$ cat src/swm_pkg.sv
// Shared constants and types for the switch monitor sequencing and interrupt core.
// Assumes a 10 MHz core clock; all timing counts are derived from it here.
package swm_pkg;
    localparam int CLK_NS = 100;
    localparam int N_IN = 24;
    localparam int N_GND = 14;
    localparam int N_PROG = 10;
    localparam int T_COMP_NS = 18000;
    localparam int COMP_CYC = T_COMP_NS / CLK_NS;
    localparam int T_TRAN_NS = 20000;
    localparam int TRAN_CYC = T_TRAN_NS / CLK_NS;
    localparam int T_START_NS = 300000;
    localparam int START_CYC = T_START_NS / CLK_NS;
    localparam int T_IDLE_NS = 100000;
    localparam int IDLE_CYC = T_IDLE_NS / CLK_NS;
    localparam int T_INT_ACT_US = 2000;
    localparam int INT_ACT_CYC = T_INT_ACT_US * 1000 / CLK_NS;
    localparam int T_INT_INACT_US = 4000;
    localparam int INT_INACT_CYC = T_INT_INACT_US * 1000 / CLK_NS;
    localparam int T_REACT_NS = 20000;
    localparam int REACT_CYC = T_REACT_NS / CLK_NS;
    localparam int T_RSTPIN_NS = 2000;
    localparam int RSTPIN_CYC = (T_RSTPIN_NS + CLK_NS - 1) / CLK_NS;
    localparam int FRAME_BITS = 32;
    localparam int FLAG_LSB = 24;
    localparam int N_FLAGS = 5;
    localparam int FLG_CHG = 0;
    localparam int FLG_OV = 1;
    localparam int FLG_UV = 2;
    localparam int FLG_TW = 3;
    localparam int FLG_TSD = 4;
    typedef enum logic [2:0] {
        SQ_IDLE = 3'h0, SQ_START = 3'h1, SQ_WAIT = 3'h2, SQ_TRAN = 3'h3,
        SQ_CCP = 3'h4, SQ_SLEEP = 3'h5, SQ_CONT = 3'h6
    } swm_seq_t;
    typedef enum logic [1:0] {
        IQ_IDLE = 2'h0, IQ_LOW = 2'h1, IQ_HIGH = 2'h2
    } swm_irq_t;
endpackage

$ cat src/swm_link_if.sv
// Carrier between the core, its serial port and its interrupt pacer.
// Assumes all three sit on the same core clock.
`timescale 1ns/1ps
interface swm_link_if;
    logic [31:0] tx_word;
    logic clr_int;
    logic pending;
    logic srst;
    logic int_low;
    modport core(output tx_word, output pending, output srst, input clr_int, input int_low);
    modport spi(input tx_word, output clr_int);
    modport irq(input pending, input clr_int, input srst, output int_low);
endinterface

$ cat src/swm_core.sv
// Top of the switch monitor: mode sequencing, sampling, clean-current pulse,
// event flags and the pin-side glue for the serial port and interrupt pin.
// Assumes comparator, fault and serial inputs are asynchronous to i_mclk.
`timescale 1ns/1ps
module swm_core #(
    parameter int INT_ACT_CYC = swm_pkg::INT_ACT_CYC,
    parameter int INT_INACT_CYC = swm_pkg::INT_INACT_CYC
) (
    input wire logic i_mclk,
    input wire logic i_arst_n,
    input wire logic i_reset_pin,
    input wire logic i_trigger,
    input wire logic i_poll_mode,
    input wire logic [19:0] i_poll_period,
    input wire logic [19:0] i_poll_act,
    input wire logic [15:0] i_ccp_len,
    input wire logic [9:0] i_bat_sel,
    input wire logic [23:0] i_comp,
    input wire logic i_overvoltage_event,
    input wire logic i_undervoltage_event,
    input wire logic i_thermal_warning_event,
    input wire logic i_thermal_shutdown_event,
    input wire logic i_sclk,
    input wire logic i_cs_n,
    input wire logic i_si,
    output logic o_so,
    output logic o_so_oe_n,
    output logic o_int_o,
    output logic o_int_oe_n,
    output logic o_wetting_en,
    output logic o_ccp_en,
    output logic [23:0] o_sw_state
);
    localparam int NS = swm_pkg::N_IN + 5;
    localparam int IRQ_IDLE = swm_pkg::IDLE_CYC;

    // Pacer counters are 16 bits wide
    if (INT_ACT_CYC < 1 || INT_INACT_CYC < 1
        || INT_ACT_CYC > 65535 || INT_INACT_CYC > 65535) begin : g_prm
        $error("pacing parameters out of range");
    end

    swm_link_if lk();

    logic [NS-1:0] s1;
    logic [NS-1:0] s2;
    logic [3:0] flt_d;
    logic [3:0] flt_evt;
    logic [7:0] rst_cnt;
    logic srst;
    swm_pkg::swm_seq_t state;
    swm_pkg::swm_seq_t next_state;
    logic [19:0] cnt;
    logic [19:0] per_cnt;
    logic sample_now;
    logic have_prev;
    logic [23:0] closed;
    logic chg_evt;
    logic [swm_pkg::N_FLAGS-1:0] int_stat;
    logic [swm_pkg::N_FLAGS-1:0] next_int_stat;
    logic polling;

    // Ground switch closed pulls the pin low; battery switch pulls it high
    function automatic logic [23:0] swm_closed(input logic [23:0] comp,
                                               input logic [9:0] bat);
        logic [23:0] r;
        r = ~comp;
        for (int i = swm_pkg::N_GND; i < swm_pkg::N_IN; i++) begin
            if (bat[i - swm_pkg::N_GND]) begin
                r[i] = comp[i];
            end
        end
        return r;
    endfunction

    swm_spi u_spi (
        .i_mclk(i_mclk),
        .i_arst_n(i_arst_n),
        .i_sclk(i_sclk),
        .i_cs_n(i_cs_n),
        .i_si(i_si),
        .o_so(o_so),
        .o_so_oe_n(o_so_oe_n),
        .lk(lk.spi)
    );

    swm_irq #(
        .ACT_CYC(INT_ACT_CYC),
        .INACT_CYC(INT_INACT_CYC)
    ) u_irq (
        .i_mclk(i_mclk),
        .i_arst_n(i_arst_n),
        .lk(lk.irq)
    );

    always_ff @(posedge i_mclk or negedge i_arst_n) begin
        if (!i_arst_n) begin
            s1 <= '0;
            s2 <= '0;
            flt_d <= 4'h0;
        end else begin
            s1 <= {i_reset_pin, i_thermal_shutdown_event, i_thermal_warning_event,
                   i_undervoltage_event, i_overvoltage_event, i_comp};
            s2 <= s1;
            flt_d <= s2[NS-2:swm_pkg::N_IN];
        end
    end

    assign flt_evt = s2[NS-2:swm_pkg::N_IN] & ~flt_d;
    assign closed = swm_closed(s2[23:0], i_bat_sel);

    // Short glitches on the reset pin are ignored; only a held level resets
    always_ff @(posedge i_mclk or negedge i_arst_n) begin
        if (!i_arst_n) begin
            rst_cnt <= 8'h0;
            srst <= 1'b0;
        end else if (!s2[NS-1]) begin
            rst_cnt <= 8'h0;
            srst <= 1'b0;
        end else if (rst_cnt < 8'(swm_pkg::RSTPIN_CYC - 1)) begin
            rst_cnt <= rst_cnt + 8'h1;
        end else begin
            srst <= 1'b1;
        end
    end
    assign lk.srst = srst;

    assign polling = (state != swm_pkg::SQ_CONT) && (state != swm_pkg::SQ_IDLE);

    always_comb begin
        next_state = state;
        unique case (state)
            swm_pkg::SQ_IDLE: begin
                next_state = i_poll_mode ? swm_pkg::SQ_START : swm_pkg::SQ_CONT;
            end
            swm_pkg::SQ_START: begin
                if (cnt == 20'(swm_pkg::START_CYC - 1)) begin
                    next_state = swm_pkg::SQ_WAIT;
                end
            end
            swm_pkg::SQ_WAIT: begin
                if (cnt == 20'(swm_pkg::COMP_CYC - 1)) begin
                    next_state = swm_pkg::SQ_TRAN;
                end
            end
            swm_pkg::SQ_TRAN: begin
                if (cnt == 20'(swm_pkg::TRAN_CYC - 1)) begin
                    next_state = swm_pkg::SQ_CCP;
                end
            end
            swm_pkg::SQ_CCP: begin
                if (cnt >= {4'h0, i_ccp_len} - 20'h1) begin
                    next_state = swm_pkg::SQ_SLEEP;
                end
            end
            swm_pkg::SQ_SLEEP: begin
                if (per_cnt >= i_poll_period - 20'h1) begin
                    next_state = swm_pkg::SQ_WAIT;
                end
            end
            swm_pkg::SQ_CONT: begin
                next_state = swm_pkg::SQ_CONT;
            end
            default: begin
                next_state = swm_pkg::SQ_IDLE;
            end
        endcase
        if (srst || !i_trigger) begin
            next_state = swm_pkg::SQ_IDLE;
        end else if (state != swm_pkg::SQ_IDLE && polling != i_poll_mode) begin
            next_state = swm_pkg::SQ_IDLE;
        end
    end

    always_ff @(posedge i_mclk or negedge i_arst_n) begin
        if (!i_arst_n) begin
            state <= swm_pkg::SQ_IDLE;
        end else begin
            state <= next_state;
        end
    end

    // One timebase: every interval is a count of core clocks
    always_ff @(posedge i_mclk or negedge i_arst_n) begin
        if (!i_arst_n) begin
            cnt <= 20'h0;
        end else if (next_state != state || sample_now) begin
            cnt <= 20'h0;
        end else begin
            cnt <= cnt + 20'h1;
        end
    end

    // Saturates so a long idle stretch never wraps back into the window
    always_ff @(posedge i_mclk or negedge i_arst_n) begin
        if (!i_arst_n) begin
            per_cnt <= 20'h0;
        end else if (next_state == swm_pkg::SQ_WAIT && state != swm_pkg::SQ_WAIT) begin
            per_cnt <= 20'h0;
        end else if (per_cnt != 20'hFFFFF) begin
            per_cnt <= per_cnt + 20'h1;
        end
    end

    // Continuous mode samples every detection time, polling once per window
    assign sample_now = (state == swm_pkg::SQ_WAIT || state == swm_pkg::SQ_CONT)
        && cnt == 20'(swm_pkg::COMP_CYC - 1) && next_state == state
        || state == swm_pkg::SQ_WAIT && next_state == swm_pkg::SQ_TRAN;

    // Wetting in polling only inside the active window, which holds the sample
    always_ff @(posedge i_mclk or negedge i_arst_n) begin
        if (!i_arst_n) begin
            o_wetting_en <= 1'b0;
            o_ccp_en <= 1'b0;
        end else begin
            o_wetting_en <= (next_state == swm_pkg::SQ_CONT)
                || (next_state == swm_pkg::SQ_WAIT)
                || ((next_state == swm_pkg::SQ_TRAN || next_state == swm_pkg::SQ_CCP
                     || next_state == swm_pkg::SQ_SLEEP)
                    && per_cnt + 20'h1 < i_poll_act);
            o_ccp_en <= (next_state == swm_pkg::SQ_CCP);
        end
    end

    // First sample after trigger only sets the baseline
    always_ff @(posedge i_mclk or negedge i_arst_n) begin
        if (!i_arst_n) begin
            o_sw_state <= 24'h0;
            have_prev <= 1'b0;
        end else if (srst) begin
            o_sw_state <= 24'h0;
            have_prev <= 1'b0;
        end else if (state == swm_pkg::SQ_IDLE) begin
            have_prev <= 1'b0;
        end else if (sample_now) begin
            o_sw_state <= closed;
            have_prev <= 1'b1;
        end
    end

    assign chg_evt = sample_now && have_prev && closed != o_sw_state;

    always_comb begin
        next_int_stat = lk.clr_int ? '0 : int_stat;
        next_int_stat[swm_pkg::FLG_CHG] = next_int_stat[swm_pkg::FLG_CHG] | chg_evt;
        next_int_stat[swm_pkg::FLG_TSD:swm_pkg::FLG_OV] =
            next_int_stat[swm_pkg::FLG_TSD:swm_pkg::FLG_OV] | flt_evt;
    end

    // A new event in the clearing cycle survives the clear
    always_ff @(posedge i_mclk or negedge i_arst_n) begin
        if (!i_arst_n) begin
            int_stat <= '0;
        end else if (srst) begin
            int_stat <= '0;
        end else begin
            int_stat <= next_int_stat;
        end
    end

    assign lk.pending = |int_stat;
    assign lk.tx_word = {3'h0, int_stat, o_sw_state};

    always_ff @(posedge i_mclk or negedge i_arst_n) begin
        if (!i_arst_n) begin
            o_int_o <= 1'b0;
            o_int_oe_n <= 1'b1;
        end else begin
            o_int_o <= 1'b0;
            o_int_oe_n <= ~lk.int_low;
        end
    end
endmodule

$ cat src/swm_irq.sv
// Interrupt pacer: idle gap, active-low pulse, release gap while still pending.
// Assumes pending and clear come from the same clock; clear is a one-cycle pulse.
`timescale 1ns/1ps
module swm_irq #(
    parameter int ACT_CYC = swm_pkg::INT_ACT_CYC,
    parameter int INACT_CYC = swm_pkg::INT_INACT_CYC
) (
    input wire logic i_mclk,
    input wire logic i_arst_n,
    swm_link_if.irq lk
);
    swm_pkg::swm_irq_t st;
    logic [15:0] cnt;
    logic idle_done;

    if (ACT_CYC < 1 || INACT_CYC < 1 || ACT_CYC > 65535 || INACT_CYC > 65535) begin : g_chk
        $error("interrupt pacing counts out of range");
    end

    assign idle_done = cnt >= 16'(swm_pkg::IDLE_CYC - 1);
    assign lk.int_low = (st == swm_pkg::IQ_LOW);

    // Clearing outside idle drops back to idle so a later event gets a full pulse
    always_ff @(posedge i_mclk or negedge i_arst_n) begin
        if (!i_arst_n) begin
            st <= swm_pkg::IQ_IDLE;
            cnt <= 16'h0;
        end else if (lk.srst || (lk.clr_int && st != swm_pkg::IQ_IDLE)) begin
            st <= swm_pkg::IQ_IDLE;
            cnt <= 16'h0;
        end else begin
            unique case (st)
                swm_pkg::IQ_IDLE: begin
                    if (lk.pending && idle_done) begin
                        st <= swm_pkg::IQ_LOW;
                        cnt <= 16'h0;
                    end else if (!idle_done) begin
                        cnt <= cnt + 16'h1;
                    end
                end
                swm_pkg::IQ_LOW: begin
                    if (cnt == 16'(ACT_CYC - 1)) begin
                        st <= swm_pkg::IQ_HIGH;
                        cnt <= 16'h0;
                    end else begin
                        cnt <= cnt + 16'h1;
                    end
                end
                swm_pkg::IQ_HIGH: begin
                    if (cnt == 16'(INACT_CYC - 1)) begin
                        st <= swm_pkg::IQ_LOW;
                        cnt <= 16'h0;
                    end else begin
                        cnt <= cnt + 16'h1;
                    end
                end
                default: begin
                    st <= swm_pkg::IQ_IDLE;
                    cnt <= 16'h0;
                end
            endcase
        end
    end
endmodule

$ cat src/swm_spi.sv
// Serial slave: shifts out the status word, catches the read flag in the first bit.
// Assumes serial pins are asynchronous and far slower than the core clock.
`timescale 1ns/1ps
module swm_spi (
    input wire logic i_mclk,
    input wire logic i_arst_n,
    input wire logic i_sclk,
    input wire logic i_cs_n,
    input wire logic i_si,
    output logic o_so,
    output logic o_so_oe_n,
    swm_link_if.spi lk
);
    logic [2:0] s1;
    logic [2:0] s2;
    logic sclk_d;
    logic cs_d;
    logic [31:0] tx;
    logic first;
    logic rd;
    logic sclk_rise;
    logic sclk_fall;
    logic cs_fall;
    logic cs_rise;

    always_ff @(posedge i_mclk or negedge i_arst_n) begin
        if (!i_arst_n) begin
            // Idle levels: select high, clock low, so no false edge after reset
            s1 <= 3'h4;
            s2 <= 3'h4;
            sclk_d <= 1'b0;
            cs_d <= 1'b1;
        end else begin
            s1 <= {i_cs_n, i_sclk, i_si};
            s2 <= s1;
            sclk_d <= s2[1];
            cs_d <= s2[2];
        end
    end

    assign sclk_rise = s2[1] & ~sclk_d;
    assign sclk_fall = ~s2[1] & sclk_d;
    assign cs_fall = ~s2[2] & cs_d;
    assign cs_rise = s2[2] & ~cs_d;

    always_ff @(posedge i_mclk or negedge i_arst_n) begin
        if (!i_arst_n) begin
            tx <= 32'h0;
            o_so <= 1'b0;
            first <= 1'b0;
            rd <= 1'b0;
        end else if (cs_fall) begin
            tx <= lk.tx_word;
            first <= 1'b1;
            rd <= 1'b0;
        end else if (!s2[2]) begin
            if (sclk_rise) begin
                o_so <= tx[31];
                tx <= {tx[30:0], 1'b0};
            end
            if (sclk_fall && first) begin
                rd <= s2[0];
                first <= 1'b0;
            end
        end
    end

    always_ff @(posedge i_mclk or negedge i_arst_n) begin
        if (!i_arst_n) begin
            lk.clr_int <= 1'b0;
            o_so_oe_n <= 1'b1;
        end else begin
            lk.clr_int <= cs_rise & rd;
            o_so_oe_n <= s2[2];
        end
    end
endmodule
$ cat config.mk
export PLATFORM = sky130hd
export DESIGN_NAME = swm_core
export DESIGN_NICKNAME = d
export VERILOG_FILES = /design/src/swm_pkg.sv /design/src/swm_link_if.sv /design/src/swm_core.sv /design/src/swm_irq.sv /design/src/swm_spi.sv
export SDC_FILE = /design/constraint.sdc
export NUM_CORES = 1
export LEC_CHECK = 0
export ABC_AREA = 1
export BUFFER_PORTS_ARGS = -buffer_cell sky130_fd_sc_hd__buf_4
export CAP_MARGIN = 10
export CORE_ASPECT_RATIO = 2
export CORE_UTILIZATION = 40
export CTS_BUF_LIST = sky130_fd_sc_hd__clkbuf_8 sky130_fd_sc_hd__clkbuf_16
export DETAILED_ROUTE_END_ITERATION = 10
export SYNTH_ARGS = -nofsm -noshare
export SYNTH_HDL_FRONTEND = slang
export SYNTH_SLANG_ARGS = --single-unit
$ cat constraint.sdc
create_clock -name i_mclk -period 2.8 [get_ports i_mclk]
set_input_delay 0.14 -clock i_mclk [delete_from_list [all_inputs] [get_ports i_mclk]]
set_output_delay 0.14 -clock i_mclk [all_outputs]
set_load 0.02 [all_outputs]
Word level (Yosys, flattened, before mapping) --
Cells that the tools add are included.
Word-level totals: flip-flop bits (word level) 209, bits of input ports 102, output and inout bits 30, logic and storage cells 176
Operators by class: $add $sub $neg 6, $lt $le $gt $ge 5, equal/unequal tests 33, multiplexer cells 54, bitwise logic cells 16, reduce and logical (&&, ||, !) cells 37
Operators with widths (number):
- two-way mux 32 bit | 3
- two-way mux 16 bit | 5
- two-way mux 24 bit | 3
- two-way mux 20 bit | 3
- case mux 16 bit (3 select lines) | 1
- adder 20 x 1 -> 20 bit (second input constant) | 2
- equality test 20 x 8 -> 1 bit (second input constant) | 2
- >= comparator 20 bit | 2
- two-way mux 3 bit | 8
- inequality test 24 bit | 1
- inverter 24 bit | 1
- two-way mux 1 bit | 21
- case mux 3 bit (7 select lines) | 1
- equality test 20 x 12 -> 1 bit (second input constant) | 1
- less-than comparator 20 bit | 1
- inequality test 20 bit (second input constant) | 1
- subtractor 20 x 1 -> 20 bit (second input constant) | 1
- equality test 3 bit (second input constant) | 6
- subtractor 16 x 1 -> 17 bit (second input constant) | 1
- adder 16 x 1 -> 16 bit (second input constant) | 1
- equality test 16 x 15 -> 1 bit (second input constant) | 1
- equality test 16 bit (second input constant) | 1
- >= comparator 16 x 10 -> 1 bit (second input constant) | 1
- two-way mux 8 bit | 2
- other kinds (34) | 81

Depth between registers and ports, before layout --
depth in word-level cells 13, depth in mapped cells 31, gate-level depth less buffers 30

Hierarchy --
Synthesis repeated with hierarchy kept, for this count alone.
Second synthesis, totals: cell total of the unflattened synthesis 1505, area, all modules 11962.7 µm²
By module, submodules not included:
- swm_core | instances 1, cells each 1046, area each 8629.5 µm², seq. area each 3679.8 µm²
- swm_spi | instances 1, cells each 272, area each 2097.0 µm², seq. area each 1104.8 µm²
- swm_irq | instances 1, cells each 187, area each 1236.2 µm², seq. area each 450.4 µm²

Worst setup path after synthesis --
No wires, ideal clock.
kind input-to-reg, start point input port i_ccp_len[0], end point register o_sw_state[17], library setup time 0.065 ns, arrival time 3.471 ns, required time 2.735 ns, setup slack -0.736 ns, stages 27, path buffers 1, path through inv_1 ha_1 nand3_1 nor3_1 nand4_1 nor2_1 nand2_1 nor2_1 or3b_2 ha_1 nand2_1 nor2_1 nand2_1 nor2_1 nand2_1 nand4_1 nand2_1 nand3_1 nand2_1 nand2_1 nand2_1 nand3_4 nand2_4 nor2_8 buf_12 nand2_2 nand2_1
On the way: cells in the longest elaborated chain, start to end 11, elaborated cells between the ends (all ways) 13, classes of those cells add/sub: 1; order compare: 1; eq/ne: 2; mux: 4; reduce/logical: 5
RTL lines:
- from (decl) | RTL line swm_core.sv:16 | input wire logic [15:0] i_ccp_len,
- subtractor 16 x 1 -> 17 bit (*) | RTL line swm_core.sv:152 | if (cnt >= {4'h0, i_ccp_len} - 20'h1) begin
- >= comparator 20 bit (*) | RTL line swm_core.sv:152
- two-way mux 3 bit (*) | RTL line swm_core.sv:152
- case mux 3 bit (7 select lines) (*) | RTL line swm_core.sv:132 | unique case (state)
- two-way mux 3 bit (*) | RTL line swm_core.sv:170 | end else if (state != swm_pkg::SQ_IDLE && polling != i_poll_mode) begin
- two-way mux 3 bit (*) | RTL line swm_core.sv:168 | if (srst || !i_trigger) begin
- equality test 3 bit / equality test 3 x 2 -> 1 bit (equally long branches) | RTL line swm_core.sv:207, swm_core.sv:208
- logical AND 1 bit, on equally long branches | RTL line swm_core.sv:207, swm_core.sv:208
- logical OR 1 bit (*) | RTL line swm_core.sv:208 | || state == swm_pkg::SQ_WAIT && next_state == swm_pkg::SQ_TRAN;
- nonzero test 2 bit (no source line) (*)
- AND reduction 2 bit (no source line) (*)
- to (signal assigned) | RTL line swm_core.sv:236 | o_sw_state <= closed;
- to (decl) | RTL line swm_core.sv:32 | output logic [23:0] o_sw_state
Every way passes the cells marked *; elsewhere a longest branch is shown, timed or not. A chain may end at the register's enable or synchronous reset.

Worst setup path after layout --
start point input port i_poll_period[2], end point register per_cnt[6]
On the way: cells in the longest elaborated chain, start to end 9, elaborated cells between the ends (all ways) 10, classes of those cells add/sub: 1; order compare: 1; eq/ne: 1; mux: 5; reduce/logical: 2
RTL lines:
- from (decl) | RTL line swm_core.sv:14 | input wire logic [19:0] i_poll_period,
- subtractor 20 x 1 -> 20 bit (*) | RTL line swm_core.sv:157 | if (per_cnt >= i_poll_period - 20'h1) begin
- >= comparator 20 bit (*) | RTL line swm_core.sv:157
- two-way mux 3 bit (*) | RTL line swm_core.sv:157
- case mux 3 bit (7 select lines) (*) | RTL line swm_core.sv:132
- two-way mux 3 bit (*) | RTL line swm_core.sv:170
- two-way mux 3 bit (*) | RTL line swm_core.sv:168
- equality test 3 x 2 -> 1 bit (*) | RTL line swm_core.sv:198 | end else if (next_state == swm_pkg::SQ_WAIT && state != swm_pkg::SQ_WAIT) begin
- logical AND 1 bit (*) | RTL line swm_core.sv:198
- two-way mux 20 bit / nonzero test 2 bit (equally long branches)
- to (signal assigned) | RTL line swm_core.sv:201 | per_cnt <= per_cnt + 20'h1;
- to (decl) | RTL line swm_core.sv:54 | logic [19:0] per_cnt;
Marked as above.

==> metrics.txt <==
share of layout cells above drive strength 1=25.5%; Least-Margin Pin Slew=between 0.6 and 0.7 ns; initial cell density of the core=approximately 40%; Post-Synthesis Cells=1352; syn_nets=1519; hpwl dp=21.2 mm; worst path arrival time=3.57 ns; Reg-to-Reg End=o_wetting_en; CP Class=input port to flip-flop; Worst IR Drop VDD=0.000567 V; Largest stage delay, worst path=~0.3 ns; status=finished with violations; Antenna Nets Post-Route=0; EDFF count, synth=0; CTS Sinks=209; top cell type by total area after synthesis=dfrtp_1; failing checks=negative setup slack; FF-to-FF path depth=16; Yosys top cell area share=between 40% and 50%; Setup WS post-layout=-0.378 ns; die area=28800 sq um; number of synthesized register bits=approximately 210; Ys Warns=0; drt wl/cell=14.4 microns; highest net fanout along the worst path=6; DRC=0; Critical Path Stages=29; Slew Viols, Final=0; CTS clk-pin slew, worst paths=0.06 ns; GRT Residual Overflow=0; clk_skew=0.0141 ns; CTS tree=done; vias in the first global route=10300; largest net degree at the start of global routing=72; pre-CTS WS=-1.03 ns; FF-to-FF Start=per_cnt[1]; Post-Syn Area=roughly 11000 sq um; CTS root buf=clkbuf_16; CP startpoint=i_poll_period[2]; R2R Setup Slk=-0.16 ns; I/O pin count=132; Vias per Instance=4.89; final hold vios=0; Die Wd=~120 microns; HP Class=input port to flip-flop; Synth cell types=56; Primary FF master, synth=dfrtp_1; worst-case clock buffer depth=3; nets=1834; Fmax achieved=315 MHz; ant diodes=0; endpoints failing setup=68; CTS buffer count=21; Hold Path Stages=5; post-layout min period=~3.2 ns; synth-to-layout area growth=36.0%; fin crit share=113%; DRT Pass-1 Iters=5; ranking of synthesized cells by area=dfrtp_1, nand2_1, ha_1, inv_1, nor2_1; Synth async-reset ratio=100%; CP max stage cell=ha_1; crit-path most repeated cell=buf_4; Pwr per Cell Area=approximately 640 nW/um^2; count of input and output buffers=130; Leak=a little under 8 nW; CP top delay family=buffers and inverters; H-tree levels=1; CP Buf/Inv Count=12; first-pass GRT wire length=roughly 47 mm; WL final=29.4 mm; FP Rows=86; WP data required=about 3.2 ns; All-Layer GR Usage=20.7%; Core Area=27700 sq um; initial antenna violation count=0; crit path to=per_cnt[6]; Slew headroom=58.3%; Seq/Total Area, Yosys=between 40% and 50%; die height=239 microns; element type at the critical path start=input port; max-cap violations=0; worst-skew pair later-pin latency=0.51 ns; vias=9943; Util after Layout=55.3%; global placer's final weighted congestion=0.858; RSZ-0062 raised after global routing=true; mean post-synth cell area=8.32 sq um; Setup crit end kind=flip-flop; DR iter-0 viols=370
==> power breakdown <==
part,internal (W),leakage [nW],switching [W]
Clock,0.00173,0.369,0.00120
Combinational,0.00150,4.86,0.00167
Sequential,0.00336,2.61,0.000340
==> metal layers <==
layer / vias up / track usage [%] / wire length (microns)
met5: - / 0 / 0
met4: 0 / 9.43 / 1210
met3: 71 / 2.38 / 926
met2: 210 / 43.0 / 17100
met1: 4710 / 19.2 / 10100
li1: 4952 / - / -
==> stage by stage <==
stage          cells  area (sq um)  setup TNS [ns]  power, W  hold WS [ns]
2_1_floorplan   1352         11400          -25.07   0.00528        -0.156
3_3_place_gp    1912         13500          -61.65   0.00621         0.211
3_5_place_dp    1912         13500          -63.62   0.00626         0.201
4_1_cts         2025         15100          -16.18   0.00953         0.104
5_1_grt         2033         15300          -34.22    0.0104         0.153
6_report        2033         15300          -22.47   0.00980         0.130
==> tightest hold or removal path, stage by stage <==
cell,delay [ns]
buf_4,0.11
o311ai_1,0.11
nor2_4,0.08
nand2_2,0.10
inv_1,0.06
==> layout by cell type (no fill, tap or decap), types with 37 or more instances in the layout <==
master	synthesis	routed
inv_1	185	185
nand2_1	325	306
dfrtp_1	205	205
ha_1	65	60
nor2_1	154	141
nand2_2	26	43
buf_4	3	250
nand3_1	45	37
dlygate4sd3_1	0	43
xor2_1	56	54
==> timing repair <==
item	4_1_cts	5_1_grt
pin swaps	19	6
buffers inserted	27	7
setup endpoints to repair	68	69
endpoints found under the hold margin	107	0
hold buffers	43	0
cloned	6	3
gates resized for setup	47	24
==> state kept, by name, summed over array words and instances (netlist names), 2 cells and up <==
register / flops
u_spi.s1: 3
u_spi.s2: 3
u_spi.tx: 32
int_stat: 5
cnt: 20
s2: 29
rst_cnt: 8
u_irq.st: 2
u_irq.cnt: 16
state: 3
flt_d: 4
s1: 29
per_cnt: 20
o_sw_state: 24
==> cells in the mapped netlist, types with 2 or more instances <==
master and count:
nand2_2 26, xnor2_1 32, dfstp_2 4, nor2_4 3, a21oi_1 35, ha_1 65, buf_1 3, or2_2 5
buf_12 2, buf_4 3, nor3_1 26, clkbuf_1 10, inv_2 8, a211oi_1 2, nand3b_1 3, nor3_2 3
o21ai_0 39, nor2_1 154, nand3_1 45, inv_1 185, a221oi_1 2, nand2_1 325, nand4_1 27, nor2_2 3
nor4_1 9, o21ai_1 3, o211ai_1 2, xor2_1 56, buf_2 6, nand3_2 2, o22ai_1 7, a31oi_1 29
dfrtp_1 205
==> layout make-up <==
cell class	instances	area (sq um)
clock buffer	24	567
clock inverter	13	146
fill	2519	12300
inverter	194	734
multi-input combinational	928	5540
sequential	209	5240
tap	352	440
timing repair buffer	313	2640
==> cells by family (layout without fill, tap and decap cells) <==
kind of cell	Yosys count	after routing	synth area share, %
AO/OA/AOI/OAI	131	131	6.75
XOR/XNOR	88	88	6.85
adder cells (fa/ha/maj)	65	65	7.23
buffers and inverters	219	544	7.77
flip-flops	209	209	46.5
other	1	1	0.0333
AND/OR/NAND/NOR	639	643	24.8
==> how the worst min path moves through the flow <==
stage | start | to | slack, ns
after floorplan | i_arst_n | cnt[0] | -0.16
after global routing | i_trigger | state[1] | 0.15
after detailed placement | i_arst_n | u_spi.o_so | 0.20
after CTS | i_trigger | state[1] | 0.10
final | i_trigger | state[1] | 0.13
after global placement | i_arst_n | u_spi.tx[31] | 0.21
Note: power is estimated with default switching activity, not from simulation.
